===== src/pkg/rsff_params.svh =====
// Purpose: Constants for the raw surveillance frame formatter
// Assumes: 10 MHz module clock
// Notes:   Included by the formatter and its package users
`ifndef RSFF_PARAMS_SVH
`define RSFF_PARAMS_SVH
`define RSFF_CHR_STAR      8'h2a
`define RSFF_CHR_SEMI      8'h3b
`define RSFF_CHR_LPAR      8'h28
`define RSFF_CHR_RPAR      8'h29
`define RSFF_CHR_COMMA     8'h2c
`define RSFF_CHR_MINUS     8'h2d
`define RSFF_CHR_CR        8'h0d
`define RSFF_CHR_LF        8'h0a
`define RSFF_CHR_ZERO      8'h30
`define RSFF_CHR_ALPHA     8'h37
`define RSFF_SHORT_BYTES   7
`define RSFF_LONG_BYTES    14
`define RSFF_AC_DIGITS     4
`define RSFF_PULSE_NS      1_000_000_000
`define RSFF_CLK_HZ        10_000_000
`define RSFF_NS_PER_CLK    (`RSFF_PULSE_NS / `RSFF_CLK_HZ)
`endif


===== src/pkg/rsff_pkg.sv =====
// Purpose: Types for the raw surveillance frame formatter
// Assumes: Nothing
// Notes:   Reply carrier and state codes
package rsff_pkg;
  typedef enum logic [1:0] {
    rsff_kind_ac    = 2'h0,
    rsff_kind_short = 2'h1,
    rsff_kind_long  = 2'h2
  } rsff_kind_t;

  typedef struct packed {
    rsff_kind_t        kind;
    logic [111:0]      payload;
    logic signed [7:0] strength;
    logic [7:0]        quality;
  } rsff_reply_t;

  typedef enum logic [6:0] {
    rsff_idle = 7'h01,
    rsff_head = 7'h02,
    rsff_body = 7'h04,
    rsff_sign = 7'h08,
    rsff_dec  = 7'h10,
    rsff_hexf = 7'h20,
    rsff_tail = 7'h40
  } rsff_state_t;
endpackage


===== src/verilog/rsff_formatter.sv =====
// Purpose: Turns received replies into ASCII raw frames, one char at a time
// Assumes: Replies arrive with payload left aligned, MSB first
// Notes:   Timestamps come from free counters reset by the pulse edge and by midnight_clear
//          Counters step 100 ns a clock and are left uncalibrated
//          Timestamp fields keep leading zeros, decimal fields drop them
//          The sink may stall any character; nothing is ever dropped
// Summary of operation
// RULE1 - Each frame opens with an asterisk and payload closes with semicolon.
// RULE2 - Payload goes out as ASCII hex, most significant bit first.
// RULE3 - Replies pass unaltered: no decoding, filtering or parity checking.
// RULE4 - Host checks checksums and does all further processing itself.
// RULE5 - Extended fields follow in parentheses, comma separated, then CR LF.
// RULE6 - First extended field is signal strength, signed decimal dBm.
// RULE7 - Second extended field is signal quality, decimal dB.
// RULE8 - Third field is nanoseconds since last pulse edge, in hex.
// RULE9 - Fourth field is nanoseconds since midnight, in hex.
// RULE10 - Timestamps are valid only while an accurate pulse input is driven; timestamp_valid stays set from the first pulse edge on.
// RULE11 - Short replies give 7 payload bytes, long replies 14 bytes.
// RULE12 - Mode-A/C replies give exactly four octal digits, unclassified.
// RULE13 - A/C code bits sit at 14..12, 10..8, 6..4 and 2..0.
// RULE14 - Bits 15, 11, 7 and 3 of the A/C word are zero.
// RULE15 - Host calibrates timestamps with the per-second calibration count. The formatter outputs no calibration count.
`timescale 1ns/1ps
`default_nettype none
`include "rsff_params.svh"

module rsff_formatter #(
  parameter int TS1_DIGITS  = 8,
  parameter int TS24_DIGITS = 12
) (
  input  wire logic                 clk,
  input  wire logic                 rst,
  input  wire logic                 pulse_per_second_input,
  input  wire logic                 midnight_clear,
  input  wire logic                 reply_valid,
  output logic                      reply_ready,
  input  wire rsff_pkg::rsff_reply_t reply,
  output logic [7:0]                char_data,
  output logic                      char_valid,
  input  wire logic                 char_ready,
  output logic                      timestamp_valid
);
  // The field shifter holds at most sixteen digits of a counter
  if (TS1_DIGITS < 8 || TS1_DIGITS > 16 || TS24_DIGITS < 12 ||
      TS24_DIGITS > 16) begin : g_bad_digits
    $error("rsff_formatter: timestamp digit counts out of range");
  end

  localparam logic [63:0] NS_STEP = 64'(`RSFF_NS_PER_CLK);

  rsff_pkg::rsff_state_t state_ff;
  logic [111:0] shift_ff;
  logic [4:0]   count_ff;
  logic [1:0]   field_ff;
  logic [7:0]   dec_ff;
  logic [63:0]  since_pulse_timestamp;
  logic [63:0]  since_midnight_timestamp;
  logic [63:0]  ts1_ff;
  logic [63:0]  ts24_ff;
  logic [7:0]   strength_ff;
  logic [7:0]   quality_ff;
  logic         pulse_prev_ff;
  logic         pulse_seen_ff;
  logic         pulse_edge;
  logic [7:0]   dec_hund;
  logic [7:0]   dec_tens;
  logic [7:0]   dec_unit;
  logic [15:0]  ac_word;
  logic         advance;

  assign advance     = char_valid && char_ready;
  assign reply_ready = (state_ff == rsff_pkg::rsff_idle);

  // A4..D1 arrive in the top 12 payload bits in order A4 A2 A1 B4 ... D1
  for (genvar g = 0; g < `RSFF_AC_DIGITS; g++) begin : g_ac_digit
    // Zero pad above three code bits gives one octal digit per nibble
    assign ac_word[4*g+3 -: 4] =
      {1'b0, reply.payload[102+3*g -: 3]};             // [RULE13] [RULE14]
  end

  // Decimal digits of the field now being printed
  always_comb begin
    dec_hund = `RSFF_CHR_ZERO + dec_ff / 8'd100;
    dec_tens = `RSFF_CHR_ZERO + (dec_ff / 8'd10) % 8'd10;
    dec_unit = `RSFF_CHR_ZERO + dec_ff % 8'd10;
  end

  function automatic logic [7:0] hex_char(input logic [3:0] n);
    hex_char = (n < 4'ha) ? `RSFF_CHR_ZERO + 8'(n)
                          : `RSFF_CHR_ALPHA + 8'(n);
  endfunction

  // Pulse edge detector; the pin idles low, so it resets low
  always_ff @(posedge clk) begin
    if (rst) begin
      pulse_prev_ff <= 1'b0;
    end else begin
      pulse_prev_ff <= pulse_per_second_input;
    end
  end

  assign pulse_edge = pulse_per_second_input && !pulse_prev_ff;

  // Free nanosecond counter restarted by each pulse edge
  always_ff @(posedge clk) begin
    if (rst || pulse_edge) begin
      since_pulse_timestamp <= 64'h0;                    // [RULE8]
    end else begin
      since_pulse_timestamp <= since_pulse_timestamp + NS_STEP;
    end
  end

  // Timestamps count as valid once a pulse edge has been seen
  always_ff @(posedge clk) begin
    if (rst) begin
      pulse_seen_ff <= 1'b0;
    end else if (pulse_edge) begin
      pulse_seen_ff <= 1'b1;                             // [RULE10]
    end
  end

  // Since-midnight counter; an external strobe marks midnight
  always_ff @(posedge clk) begin
    if (rst || midnight_clear) begin
      since_midnight_timestamp <= 64'h0;                 // [RULE9]
    end else begin
      since_midnight_timestamp <= since_midnight_timestamp + NS_STEP;
    end
  end

  assign timestamp_valid = pulse_seen_ff;                // [RULE10]

  // Field values frozen when a reply is taken, so later counts never mix in
  always_ff @(posedge clk) begin
    if (rst) begin
      ts1_ff      <= 64'h0;
      ts24_ff     <= 64'h0;
      strength_ff <= 8'h0;
      quality_ff  <= 8'h0;
    end else if (reply_valid && reply_ready) begin
      ts1_ff      <= since_pulse_timestamp;
      ts24_ff     <= since_midnight_timestamp;
      strength_ff <= reply.strength;
      quality_ff  <= reply.quality;
    end
  end

  // Character sequencer
  always_ff @(posedge clk) begin
    if (rst) begin
      state_ff    <= rsff_pkg::rsff_idle;
      shift_ff    <= 112'h0;
      count_ff    <= 5'h0;
      field_ff    <= 2'h0;
      dec_ff      <= 8'h0;
      char_data   <= 8'h0;
      char_valid  <= 1'b0;
    end else begin
      case (state_ff)
        rsff_pkg::rsff_idle: begin
          if (reply_valid) begin
            // Payload copied as received, nothing checked  [RULE3]
            case (reply.kind)
              rsff_pkg::rsff_kind_ac: begin
                shift_ff <= {ac_word, 96'h0};
                count_ff <= 5'(`RSFF_AC_DIGITS);          // [RULE12]
              end
              rsff_pkg::rsff_kind_short: begin
                shift_ff <= reply.payload;
                count_ff <= 5'(2 * `RSFF_SHORT_BYTES);    // [RULE11]
              end
              default: begin
                shift_ff <= reply.payload;
                count_ff <= 5'(2 * `RSFF_LONG_BYTES);     // [RULE11]
              end
            endcase
            char_data  <= `RSFF_CHR_STAR;                 // [RULE1]
            char_valid <= 1'b1;
            state_ff   <= rsff_pkg::rsff_head;
          end
        end

        // Star accepted: first payload digit goes out
        rsff_pkg::rsff_head: begin
          if (advance) begin
            char_data <= hex_char(shift_ff[111:108]);     // [RULE2]
            shift_ff  <= {shift_ff[107:0], 4'h0};
            count_ff  <= count_ff - 5'h1;
            state_ff  <= rsff_pkg::rsff_body;
          end
        end

        // Remaining payload digits, then semicolon and open parenthesis
        rsff_pkg::rsff_body: begin
          if (advance) begin
            if (count_ff != 5'h0) begin
              char_data <= hex_char(shift_ff[111:108]);   // [RULE2]
              shift_ff  <= {shift_ff[107:0], 4'h0};
              count_ff  <= count_ff - 5'h1;
            end else if (field_ff == 2'h0) begin
              char_data <= `RSFF_CHR_SEMI;                // [RULE1]
              field_ff  <= 2'h1;
            end else begin
              char_data <= `RSFF_CHR_LPAR;                // [RULE5]
              field_ff  <= 2'h0;
              state_ff  <= rsff_pkg::rsff_sign;
            end
          end
        end

        // Optional minus sign ahead of a decimal field
        rsff_pkg::rsff_sign: begin
          if (advance) begin
            // Strength is signed; quality is not  [RULE6] [RULE7]
            if (field_ff == 2'h0 && strength_ff[7]) begin
              char_data <= `RSFF_CHR_MINUS;
              dec_ff    <= 8'h0 - strength_ff;
              state_ff  <= rsff_pkg::rsff_dec;
            end else begin
              dec_ff    <= (field_ff == 2'h0) ? strength_ff : quality_ff;
              char_valid <= 1'b0;
              state_ff  <= rsff_pkg::rsff_dec;
            end
            count_ff <= 5'h0;
          end
        end

        // Decimal digits of strength or quality, then a comma
        rsff_pkg::rsff_dec: begin
          // Hundreds, tens, units with leading zeros suppressed
          if (advance || !char_valid) begin
            char_valid <= 1'b1;
            count_ff   <= count_ff + 5'h1;
            if (count_ff == 5'h0 && dec_ff >= 8'd100) begin
              char_data <= dec_hund;
            end else if (count_ff == 5'h1 && dec_ff >= 8'd10) begin
              char_data <= dec_tens;
            end else if (count_ff == 5'h2) begin
              char_data <= dec_unit;
            end else if (count_ff == 5'h3) begin
              char_data <= `RSFF_CHR_COMMA;               // [RULE5]
              if (field_ff == 2'h0) begin
                field_ff <= 2'h1;
                state_ff <= rsff_pkg::rsff_sign;
              end else begin
                field_ff <= 2'h2;
                shift_ff <= {ts1_ff, 48'h0} << (4 * (16 - TS1_DIGITS));
                count_ff <= 5'(TS1_DIGITS);
                state_ff <= rsff_pkg::rsff_hexf;
              end
            end else begin
              char_valid <= 1'b0;
            end
          end
        end

        // Fixed width hex timestamps, comma between, close parenthesis
        rsff_pkg::rsff_hexf: begin
          if (advance) begin
            if (count_ff != 5'h0) begin
              char_data <= hex_char(shift_ff[111:108]);   // [RULE8] [RULE9]
              shift_ff  <= {shift_ff[107:0], 4'h0};
              count_ff  <= count_ff - 5'h1;
            end else if (field_ff == 2'h2) begin
              char_data <= `RSFF_CHR_COMMA;               // [RULE5]
              field_ff  <= 2'h3;
              shift_ff  <= {ts24_ff, 48'h0} << (4 * (16 - TS24_DIGITS));
              count_ff  <= 5'(TS24_DIGITS);
            end else begin
              char_data <= `RSFF_CHR_RPAR;                // [RULE5]
              field_ff  <= 2'h0;
              count_ff  <= 5'h0;
              state_ff  <= rsff_pkg::rsff_tail;
            end
          end
        end

        // Carriage return, line feed, then back to idle
        rsff_pkg::rsff_tail: begin
          if (advance) begin
            if (count_ff == 5'h0) begin
              char_data <= `RSFF_CHR_CR;                  // [RULE5]
              count_ff  <= 5'h1;
            end else if (count_ff == 5'h1) begin
              char_data <= `RSFF_CHR_LF;
              count_ff  <= 5'h2;
            end else begin
              char_valid <= 1'b0;
              count_ff   <= 5'h0;
              state_ff   <= rsff_pkg::rsff_idle;
            end
          end
        end

        // Illegal code: drop the frame and return to idle
        default: begin
          state_ff   <= rsff_pkg::rsff_idle;
          char_valid <= 1'b0;
        end
      endcase
    end
  end
endmodule

`default_nettype wire


===== config.mk =====
export PLATFORM = sky130hd
export DESIGN_NAME = rsff_formatter
export DESIGN_NICKNAME = d
export VERILOG_FILES = /design/src/pkg/rsff_pkg.sv /design/src/verilog/rsff_formatter.sv
export VERILOG_INCLUDE_DIRS = /design/src /design/src/pkg
export SDC_FILE = /design/constraint.sdc
export NUM_CORES = 1
export LEC_CHECK = 0
export ABC_AREA = 0
export BUFFER_PORTS_ARGS = -buffer_cell sky130_fd_sc_hd__buf_2
export CELL_PAD_IN_SITES_DETAIL_PLACEMENT = 0
export CELL_PAD_IN_SITES_GLOBAL_PLACEMENT = 1
export CORE_UTILIZATION = 45
export CTS_CLUSTER_DIAMETER = 200
export DETAILED_ROUTE_END_ITERATION = 8
export GPL_TIMING_DRIVEN = 0
export HOLD_SLACK_MARGIN = 0.03
export PLACE_DENSITY = 0.82
export SYNTH_ARGS = -nofsm -noshare
export SYNTH_HDL_FRONTEND = slang
export SYNTH_SLANG_ARGS = --single-unit

===== constraint.sdc =====
create_clock -name clk -period 4.7 [get_ports clk]
set_clock_uncertainty 0.2 [all_clocks]
set_input_delay 0.47 -clock clk [delete_from_list [all_inputs] [get_ports clk]]
set_output_delay 0.47 -clock clk [all_outputs]
set_load 0.005 [all_outputs]

==> results of run 1 <==
-- synth_stat cells, drive strengths merged, types with 17 or more instances --
| library cell | instances | area [um^2] |
|---|---|---|
| dfxtp | 313 | 6270 |
| nand2 | 277 | 1040 |
| nor2 | 249 | 940 |
| a21oi | 160 | 805 |
| clkbuf | 94 | 353 |
| nor3 | 84 | 435 |
| a221oi | 66 | 584 |
| buf | 55 | 444 |
| xor2 | 54 | 473 |
| o21ai | 52 | 260 |
| nand3 | 51 | 255 |
| a222oi | 46 | 460 |
| a211oi | 29 | 303 |
| xnor2 | 25 | 219 |
| inv | 24 | 90.1 |
| a311oi | 22 | 305 |
| o211ai | 17 | 146 |
-- sequential cells by signal, indices dropped and copies added, names as in the netlist --
signal,cells
state_ff,7
char_data,8
timestamp_valid,1
char_valid,1
strength_ff,8
ts1_ff,30
count_ff,5
since_midnight_timestamp,46
quality_ff,8
ts24_ff,46
dec_ff,8
pulse_prev_ff,1
shift_ff,112
since_pulse_timestamp,30
field_ff,2
-- metrics by stage --
step	setup WS, ps	cells	instance area (um^2)
2_1_floorplan	414	1841	15200
3_3_place_gp	-271	2428	16500
3_5_place_dp	-302	2428	16500
4_1_cts	35.5	2523	18100
5_1_grt	-16.1	2528	18100
6_report	177	2528	18100
-- cells in the final DEF (no fill, tap or decap), types with 18 or more instances in the layout --
cell type / n
dfxtp_1: 309
nand2_1: 276
nor2_1: 247
buf_2: 163
a21oi_1: 157
clkbuf_1: 101
nor3_1: 81
a221oi_1: 65
xor2_1: 54
nand3_1: 51
a222oi_1: 46
o21ai_0: 38
clkbuf_16: 37
dlygate4sd3_1: 31
buf_6: 26
xnor2_1: 24
inv_1: 23
a211oi_2: 19
a311oi_2: 18
-- cell families after synthesis --
logic type,after synthesis
buffers and inverters,173
and+or+nand+nor,785
DFF,313
adders and majority gates,13
other,1
xor gates and xnor gates,79
AOI/OAI and AO/OA,460
muxes,16
-- critical path, cell delays in order (launching register included) --
cell and delay [ps]:
dfxtp_2 350, buf_4 180, buf_4 190, a211oi_2 260, a211oi_2 110, inv_2 80
ha_2 190, o211a_1 160, o41a_1 180, o41ai_4 120, or4_4 470, nand2_2 120
xnor2_2 140, ha_2 250, o21ai_0 80, nand2_1 80, a31oi_2 120, a21oi_2 210
a21oi_2 70, o32a_1 370, o22a_1 190, o221ai_1 160, a21oi_1 80
-- area by class of cell --
cell class / count / area [um^2] / area share (%)
Clock buffer: 55 / 1100 / 6.09
Timing Repair Buffer: 180 / 1070 / 5.88
Tap cell: 442 / 553 / 3.05
Buffer: 149 / 818 / 4.51
Inverter: 24 / 90.1 / 0.497
Antenna cell: 2 / 5.00 / 0.0276
Multi-Input combinational cell: 1355 / 8120 / 44.8
Clock inverter: 8 / 109 / 0.600
Sequential cell: 313 / 6270 / 34.6
-- final timing paths --
check,start,end,slack [ps]
worst max-delay path,dec_ff[6],char_data[6],180
worst min-delay path,reply[99],shift_ff[83],40
worst max register to register,dec_ff[6],char_data[6],180
worst min register to register,char_data[7],char_data[7],250
-- power groups by stage --
stage                     registers, mW  clock network, mW  logic (mW)
final                              3.68               2.85        4.07
after global placement             3.70                  0        3.96
after global routing               3.73               3.00        4.51
after floorplan                    3.59                  0        3.00
after detailed placement           3.71                  0        4.02
after CTS                          3.66               2.89        4.06
-- repair_timing --
| action | 4_1_cts | 5_1_grt |
|---|---|---|
| hold buffers | 31 | 0 |
| endpoints found under the setup margin | 3 | 3 |
| cloned | 0 | 0 |
| resized for setup | 8 | 17 |
| hold endpoints to repair | 31 | 0 |
| pin swaps | 2 | 4 |
| buffers inserted | 1 | 3 |
-- per-layer routing --
layer  part of all wire (%)  up-vias  GRT usage (%)
met1                     46     6930           37.8
met2                     45      507           43.3
met5                      0        -              0
li1                       -     7072              -
met4                    3.2        0           10.2
met3                    6.0       95           2.74
==> results.toml, run 1 <==
[synth]
synthesis.area_um2 = 15200
synthAdderAreaFrac_pct = 1.07
yosys_register_bits = 313
count_of_flip_flops_with_a_built_in_enable_after_synthesis = 0
synth-compound-area-share_pct = 22.9
syn_inst = 1840
synth_xor_area_share_pct = 4.55
post_synth.cell_area_avg_um2 = 8.27
simple_gate_portion_of_the_synthesized_area_pct = 23.4
synthFlopType = "dfxtp_1"
synth.lib_cells_used.distinct = 93
synth-seq-area-share_pct = 41.2
number_of_warnings_printed_during_yosys_synthesis = 0
largest_family_of_logic_cells_by_synthesized_area = "simple AND/OR/NAND/NOR gates"
synthMuxAreaShare_pct = 1.05
synth_async_sr_flop_share_pct = 0

[power]
ir_drop_uv = 325
total_switching_power_mw = 4.14
power.share.switching_pct = 39.0
p_leak_nw = 6.62
p_per_area_nw_per_um2 = 584
pwr-share-comb_pct = 38.4
intPower_mw = 6.46
pwr-share-clk_pct = 26.9
seq_power_share_pct = 34.7
finalPower_mw = 10.6

[timing]
timing.final.hold_violations = 0
holdWs_ps = 37.0
total_neg_setup_slack_ps = 0
timing.fmax_mhz = 221
slew_headroom_pct = 4.72
finalWorstPathRequiredPeriod_ps = 4520
slew_viol_final = 0
setup_viol = 0
transition_time_of_the_tightest_slew_check_pin_ps = 1420
final_min_period_over_clock_period_pct = 96.2

[floorplanning]
floorplan.core_area_um2 = 32900
initial_core_util_pct = 46.3
die_w_um = 186
floorplan.rows = 66
die_area_um2 = 34500
num_io_pins = 147
die_y_um = 186

[setup_path]
worstSetupStartpointType = "flop"
reg2reg_depth = 22
cp.arrival_ps = 4710
cp_data_required_time_ps = 4880
critPathKind = "reg -> reg"
worstSetupEndpointType = "flop"
worstPathMaxFanout = 10

[detailed_routing]
vias_per_cell = 5.78
firstDrtPassIters = 9
routed_via_count = 14604
routedWlPerCell_um = 18.8
drt_iter0_drc = 1247
antenna_violating_nets_post_route = 0
detail_route.drc_violations = 0
wl_um = 47500

[grt]
grt_max_degree = 13
antenna_violations_before_repair = 2
total_grt_overflow = 0
grt_first_pass_wirelength_um = 73700
grt_pass1_vias = 13669
grt.total_usage_pct = 27.2

[place]
routabilityCongestion = 0.942
detailedPlacementHpwl_um = 34700
port_buffers = 145

[cts]
buffers_from_clock_root_to_sink_at_most = 3
clock-root-buffer = "clkbuf_16"
cts_made_buffers = 36
cts_htree_levels = 2
cts.sink_count = 313
tritoncts = "yes"
clock_slew_at_the_register_clock_pins_of_the_worst_setup_and_hold_paths_ps = 60
clk_latency_ps = 530

[hold_path]
worstHoldPathCells = 3
worst_hold_path_type = "in -> reg"

[final_layout]
layout-drive-gt1-share_pct = 16.3
postLayoutCoreUtil_pct = 55.2
finalNetCount = 2208
syn_to_final_growth_pct = 19.2
fillers = 3203

[job]
maxCapViolations = 0

[run_status]
run_status = "complete, no violations"
Note: power is estimated with default switching activity, not from simulation.
==> inputs of run 2 (changes only) <==
Settings changed: RECOVER_POWER set to 50.
==> run 2 against run 1 <==
  * Via count about the same
  * Non-clock buffer count unchanged
  * Hold slack improved by 0.83 ps
  * Critical endpoint unchanged
  * Die area unchanged
  * Sequential power about the same
  * Clock-buffer cell count did not move
  * Global-route usage unchanged
  * Maximum frequency rose by 0.17%
  * Power decreased by 1.2%
==> results.toml, run 2 (same netlist as run 1, synthesis figures left out) <==
[run_status]
run_status = "complete, no violations"

[final_layout]
layout-drive-gt1-share_pct = 15.0
largest_register_ffs = 112
register_ranked_first_by_flip_flop_count = "shift_ff"
finalNetCount = 2208
most_common_cell_after_layout_fill_and_taps_aside = "dfxtp_1"
layout.cells.non_filler = 2528
mostFrequentLayoutCells = "dfxtp_1 (309), nand2_1 (276), nor2_1 (247)"
postLayoutCoreUtil_pct = 54.9
syn_to_final_growth_pct = 18.6
fillers = 3229
largestRegisters = "shift_ff x112, since_midnight_timestamp x46, ts24_ff x46"

[setup_path]
cp_data_required_time_ps = 4880
worstSetupStartpointType = "flop"
critPathKind = "reg -> reg"
worstPathMaxFanout = 10
cp.arrival_ps = 4700
worstSetupEndpointType = "flop"

[timing]
finalWorstPathRequiredPeriod_ps = 4510
slew_headroom_pct = 4.79
transition_time_of_the_tightest_slew_check_pin_ps = 1420
final_min_period_over_clock_period_pct = 96.1
holdWs_ps = 37.8
setup_viol = 0
slew_viol_final = 0
total_neg_setup_slack_ps = 0
timing.fmax_mhz = 221
timing.final.hold_violations = 0

[cts]
cts.sink_count = 313
clock_slew_at_the_register_clock_pins_of_the_worst_setup_and_hold_paths_ps = 60
cts_made_buffers = 36
cts_htree_levels = 2
clock-root-buffer = "clkbuf_16"
clk_latency_ps = 530
tritoncts = "yes"
buffers_from_clock_root_to_sink_at_most = 3

[detailed_routing]
drt_iter0_drc = 1209
detail_route.drc_violations = 0
routed_via_count = 14602
routedWlPerCell_um = 18.7
wl_um = 47400
antenna_violating_nets_post_route = 0
vias_per_cell = 5.78
firstDrtPassIters = 7

[power]
total_switching_power_mw = 4.12
pwr-share-clk_pct = 27.2
ir_drop_uv = 325
pwr-share-comb_pct = 37.7
p_per_area_nw_per_um2 = 580
power.share.switching_pct = 39.4
intPower_mw = 6.35
seq_power_share_pct = 35.1
p_leak_nw = 6.51

[job]
maxCapViolations = 0

[place]
dp.cells = 2428
routabilityCongestion = 0.942
detailedPlacementHpwl_um = 34700
port_buffers = 145

[floorplanning]
die_w_um = 186
num_io_pins = 147
die_y_um = 186
floorplan.core_area_um2 = 32900
initial_core_util_pct = 46.3
die_area_um2 = 34500
floorplan.rows = 66

[grt]
total_grt_overflow = 0
grt_first_pass_wirelength_um = 73700
grt_pass1_vias = 13669
antenna_violations_before_repair = 2
grt.total_usage_pct = 27.2
grt_max_degree = 13

[hold_path]
worst_hold_path_type = "in -> reg"
==> run 2: cell types whose count changed in the layout (fill, tap and decap cells not counted), sizes merged <==
cell | previous run | this run
clkbuf | 150 | 177
buf | 203 | 176
==> run 2: layout make-up <==
class / instances / area, um^2 / area share, %
multi-input combinational: 1355 / 8110 / 45.0
sequential: 313 / 6270 / 34.8
clock buffer: 55 / 1100 / 6.12
timing repair buffer: 180 / 1050 / 5.83
buffer: 149 / 746 / 4.13
tap: 442 / 553 / 3.07
clock inverter: 8 / 109 / 0.603
inverter: 24 / 90.1 / 0.499
antenna: 2 / 5.00 / 0.0277
==> run 2: worst max-delay path: stages, from the launching register on <==
cell and delay [ps]:
dfxtp_2 350, buf_4 180, buf_4 190, a211oi_2 260, a211oi_2 110, inv_2 80
ha_2 190, o211a_1 160, o41a_1 180, o41ai_4 120, or4_4 470, nand2_2 120
xnor2_2 140, ha_2 250, o21ai_0 80, nand2_1 80, a31oi_2 120, a21oi_2 210
a21oi_2 70, o32a_1 370, o22a_1 190, o221ai_1 160, a21oi_1 80
==> run 2: stage by stage <==
stage / setup slack (ps) / power [mW] / cell area, um^2
after global routing: -16.1 / 11.1 / 18000
after global placement: -271 / 7.66 / 16500
after CTS: 35.5 / 10.6 / 18100
after floorplan: 414 / 6.59 / 15200
after detailed placement: -302 / 7.73 / 16500
final: 185 / 10.5 / 18000
==> run 2: worst paths after layout <==
kind	from	to	slack [ps]	depth (start not counted)
max	dec_ff[6]	char_data[6]	190	22
max reg2reg	dec_ff[6]	char_data[6]	190	22
min reg2reg	shift_ff[0]	shift_ff[0]	260	2
min	reply[99]	shift_ff[83]	40	3
==> run 2: layer usage <==
metal	up-vias	routed length, um	track usage, %
met5	-	0	0
met4	0	1470	10.2
met3	96	2940	2.74
met2	506	21400	43.3
met1	6920	21600	37.8
li1	7080	-	-
==> run 2: power groups by stage <==
stage	clock network, mW	registers, mW	logic (mW)
finish	2.85	3.68	3.95
global route	3.00	3.74	4.38
CTS	2.89	3.66	4.06
detailed placement	0	3.71	4.02
global placement	0	3.70	3.96
floorplan	0	3.59	3.00
==> run 2: repair_timing <==
action,4_1_cts,5_1_grt
pin swaps,2,4
hold buffers,31,0
hold endpoints to repair,31,0
setup endpoints to repair,3,3
buffers inserted,1,3
gates resized for setup,8,17
==> inputs of run 3 (changes only) <==
Settings changed: CORE_MARGIN set to 2, CTS_CLUSTER_SIZE set to 24.
==> run 3 against run 2 <==
  * Cell area fell by 4.1%
  * Largest cell class unchanged
  * Final cell count decreased by 1.7%
  * Core utilization shrank 3.2 points
  * Wire length fell by 0.46%
  * Non-clock buffer count decreased by 7
  * Critical path depth up 1
  * Critical path type unchanged
  * Critical endpoint unchanged
  * Register-to-register slack worse by 50 ps
  * Clock power down 44%
==> results.toml, run 3 (same netlist as run 1, synthesis figures left out) <==
[setup_path]
cp_max_delay_cell = "or4_4"
timing.rr.start = "dec_ff[4]"
worstSetupEndpointType = "flop"
cp_data_required_time_ps = 4880
critical-path-max-stage-delay_ps = 580
cp.arrival_ps = 4740
worst_r2r_endpoint = "char_data[6]"
critPathKind = "reg -> reg"
worstPathMaxFanout = 10
cp_cell_sequence = "buf_8 -> buf_8 -> nor2_1 -> a211oi_4 -> a211oi_2 -> inv_2 -> ha_4 -> o211a_1 -> o41a_1 -> o41ai_4 -> or4_4 -> nand2_4 -> xnor2_2 -> ha_2 -> o21ai_0 -> nand2_1 -> a31oi_2 -> a21oi_2 -> a21oi_1 -> o32a_1 -> o22a_1 -> o221ai_2 -> a21oi_1"
r2r_slack_ps = 130
worstSetupEndpoint = "char_data[6]"
startpoint = "dec_ff[4]"
reg2reg_depth = 23
worstSetupStartpointType = "flop"

[cts]
cts.sink_count = 313
buffers_from_clock_root_to_sink_at_most = 3
cts_htree_levels = 1
tritoncts = "yes"
clock-root-buffer = "clkbuf_16"
cts_made_buffers = 17
clk_latency_ps = 530
clock_slew_at_the_register_clock_pins_of_the_worst_setup_and_hold_paths_ps = 110

[final_layout]
largest_register_ffs = 112
mostFrequentLayoutCells = "dfxtp_1 (309), nand2_1 (276), nor2_1 (248)"
layout-drive-gt1-share_pct = 14.2
most_common_cell_after_layout_fill_and_taps_aside = "dfxtp_1"
register_ranked_first_by_flip_flop_count = "shift_ff"
layout.cells.non_filler = 2484
stdcell_area_um2 = 17300
fillers = 3254
syn_to_final_growth_pct = 13.7
postLayoutCoreUtil_pct = 51.7
ff_latch_area_um2 = 6280
largestRegisters = "shift_ff x112, since_midnight_timestamp x46, ts24_ff x46"
multiInputGateArea_um2 = 8150
finalNetCount = 2182

[timing]
transition_time_of_the_tightest_slew_check_pin_ps = 1320
slew_viol_final = 0
timing.final.hold_violations = 0
finalWorstPathRequiredPeriod_ps = 4570
timing.fmax_mhz = 219
timing.final.ws_setup_ps = 134
slew_headroom_pct = 11.5
final_min_period_over_clock_period_pct = 97.2
setup_viol = 0
total_neg_setup_slack_ps = 0

[floorplanning]
num_io_pins = 147
initial_core_util_pct = 45.5
floorplan.rows = 67
die_w_um = 188
floorplan.core_area_um2 = 33400
die_area_um2 = 35300
die_y_um = 188

[detailed_routing]
detail_route.drc_violations = 0
wl_um = 47200
vias_per_cell = 5.78
firstDrtPassIters = 9
routedWlPerCell_um = 19.0
antenna_violating_nets_post_route = 0
routed_via_count = 14358
drt_iter0_drc = 1359

[place]
detailedPlacementHpwl_um = 35200
dpl_cell_area_um2 = 16500
port_buffers = 145
detailedPlace.worstSlack_ps = -319
dp.cells = 2434
routabilityCongestion = 0.928

[grt]
grt_max_degree = 25
globalRoute.busiestLayer = "met2"
grt_first_pass_wirelength_um = 73400
grt_pass1_vias = 13401
total_grt_overflow = 0
grt.total_usage_pct = 25.7
grt.met1_usage_pct = 34.5
grt.met3_usage_pct = 3.07
antenna_violations_before_repair = 4
met2_layer_usage_reported_by_global_route_pct = 43.6

[power]
intPower_mw = 5.32
power.share.switching_pct = 42.3
pwr-share-clk_pct = 17.2
ir_drop_uv = 257
seq_power_share_pct = 39.7
total_switching_power_mw = 3.89
p_leak_nw = 6.15
pwr-share-comb_pct = 43.1
p_per_area_nw_per_um2 = 533

[hold_path]
worst_hold_path_type = "in -> reg"

[run_status]
run_status = "complete, no violations"

[job]
maxCapViolations = 0
## run 3: cell count changes in the layout (fill, tap and decap cells not counted), sizes merged
cell / previous run / this run
clkinv: 7 / 1
clkbuf: 177 / 134
buf: 176 / 185
dlygate4sd3: 31 / 21
bufinv: 1 / 0
clkinvlp: 0 / 1
## run 3: repair_timing
action,in CTS,in global routing
hold buffers,21,0
resized for setup,9,29
setup endpoints to repair,3,3
pin swaps,2,7
buffers inserted,2,6
hold endpoints to repair,21,0
## run 3: power by group through the flow
stage / combinational (mW) / clock, mW / sequential, mW
2_1_floorplan: 3.00 / 0 / 3.59
3_3_place_gp: 3.98 / 0 / 3.69
3_5_place_dp: 4.04 / 0 / 3.70
4_1_cts: 4.08 / 1.62 / 3.64
5_1_grt: 4.40 / 1.70 / 3.71
6_report: 3.97 / 1.59 / 3.66
## run 3: how the worst min path moves through the flow
stage	from	endpoint	slack (ps)	cells after the start
after floorplan	since_midnight_timestamp[2]	since_midnight_timestamp[2]	230	1
after global placement	ts24_ff[8]	ts24_ff[8]	240	2
after detailed placement	ts1_ff[6]	ts1_ff[6]	250	2
after CTS	reply[99]	shift_ff[83]	40	3
after global routing	reply[115]	shift_ff[99]	50	3
final	reply[65]	shift_ff[49]	50	3
## run 3: critical path: cells and delay by family (launching register included)
| family | cells | cell delay [ps] |
|---|---|---|
| adders and majority gates | 2 | 390 |
| AOI/OAI and AO/OA | 13 | 2080 |
| xor gates and xnor gates | 1 | 130 |
| buffers and inverters | 3 | 370 |
| DFF | 1 | 400 |
| and+or+nand+nor | 4 | 840 |
## run 3: metal layers
metal | share of wire (%) | wire [um]
met1 | 45 | 21300
met2 | 47 | 22400
met3 | 4.6 | 2160
met4 | 2.7 | 1290
met5 | 0.049 | 23
## run 3: cell type report
cell class / instances / area share (%)
clock buffers: 18 / 2.48
plain buffers: 148 / 4.30
diodes: 2 / 0.0289
clock inverters: 2 / 0.224
inverters: 24 / 0.543
well taps: 448 / 3.24
repair buffers: 174 / 5.72
flip-flops and latches: 313 / 36.3
multi-input cells: 1355 / 47.1
## run 3: through the flow
stage	hold slack, ps	power, mW
6_report	45.9	9.21
5_1_grt	52.1	9.81
4_1_cts	35.8	9.34
3_5_place_dp	249	7.74
3_3_place_gp	243	7.67
2_1_floorplan	226	6.59
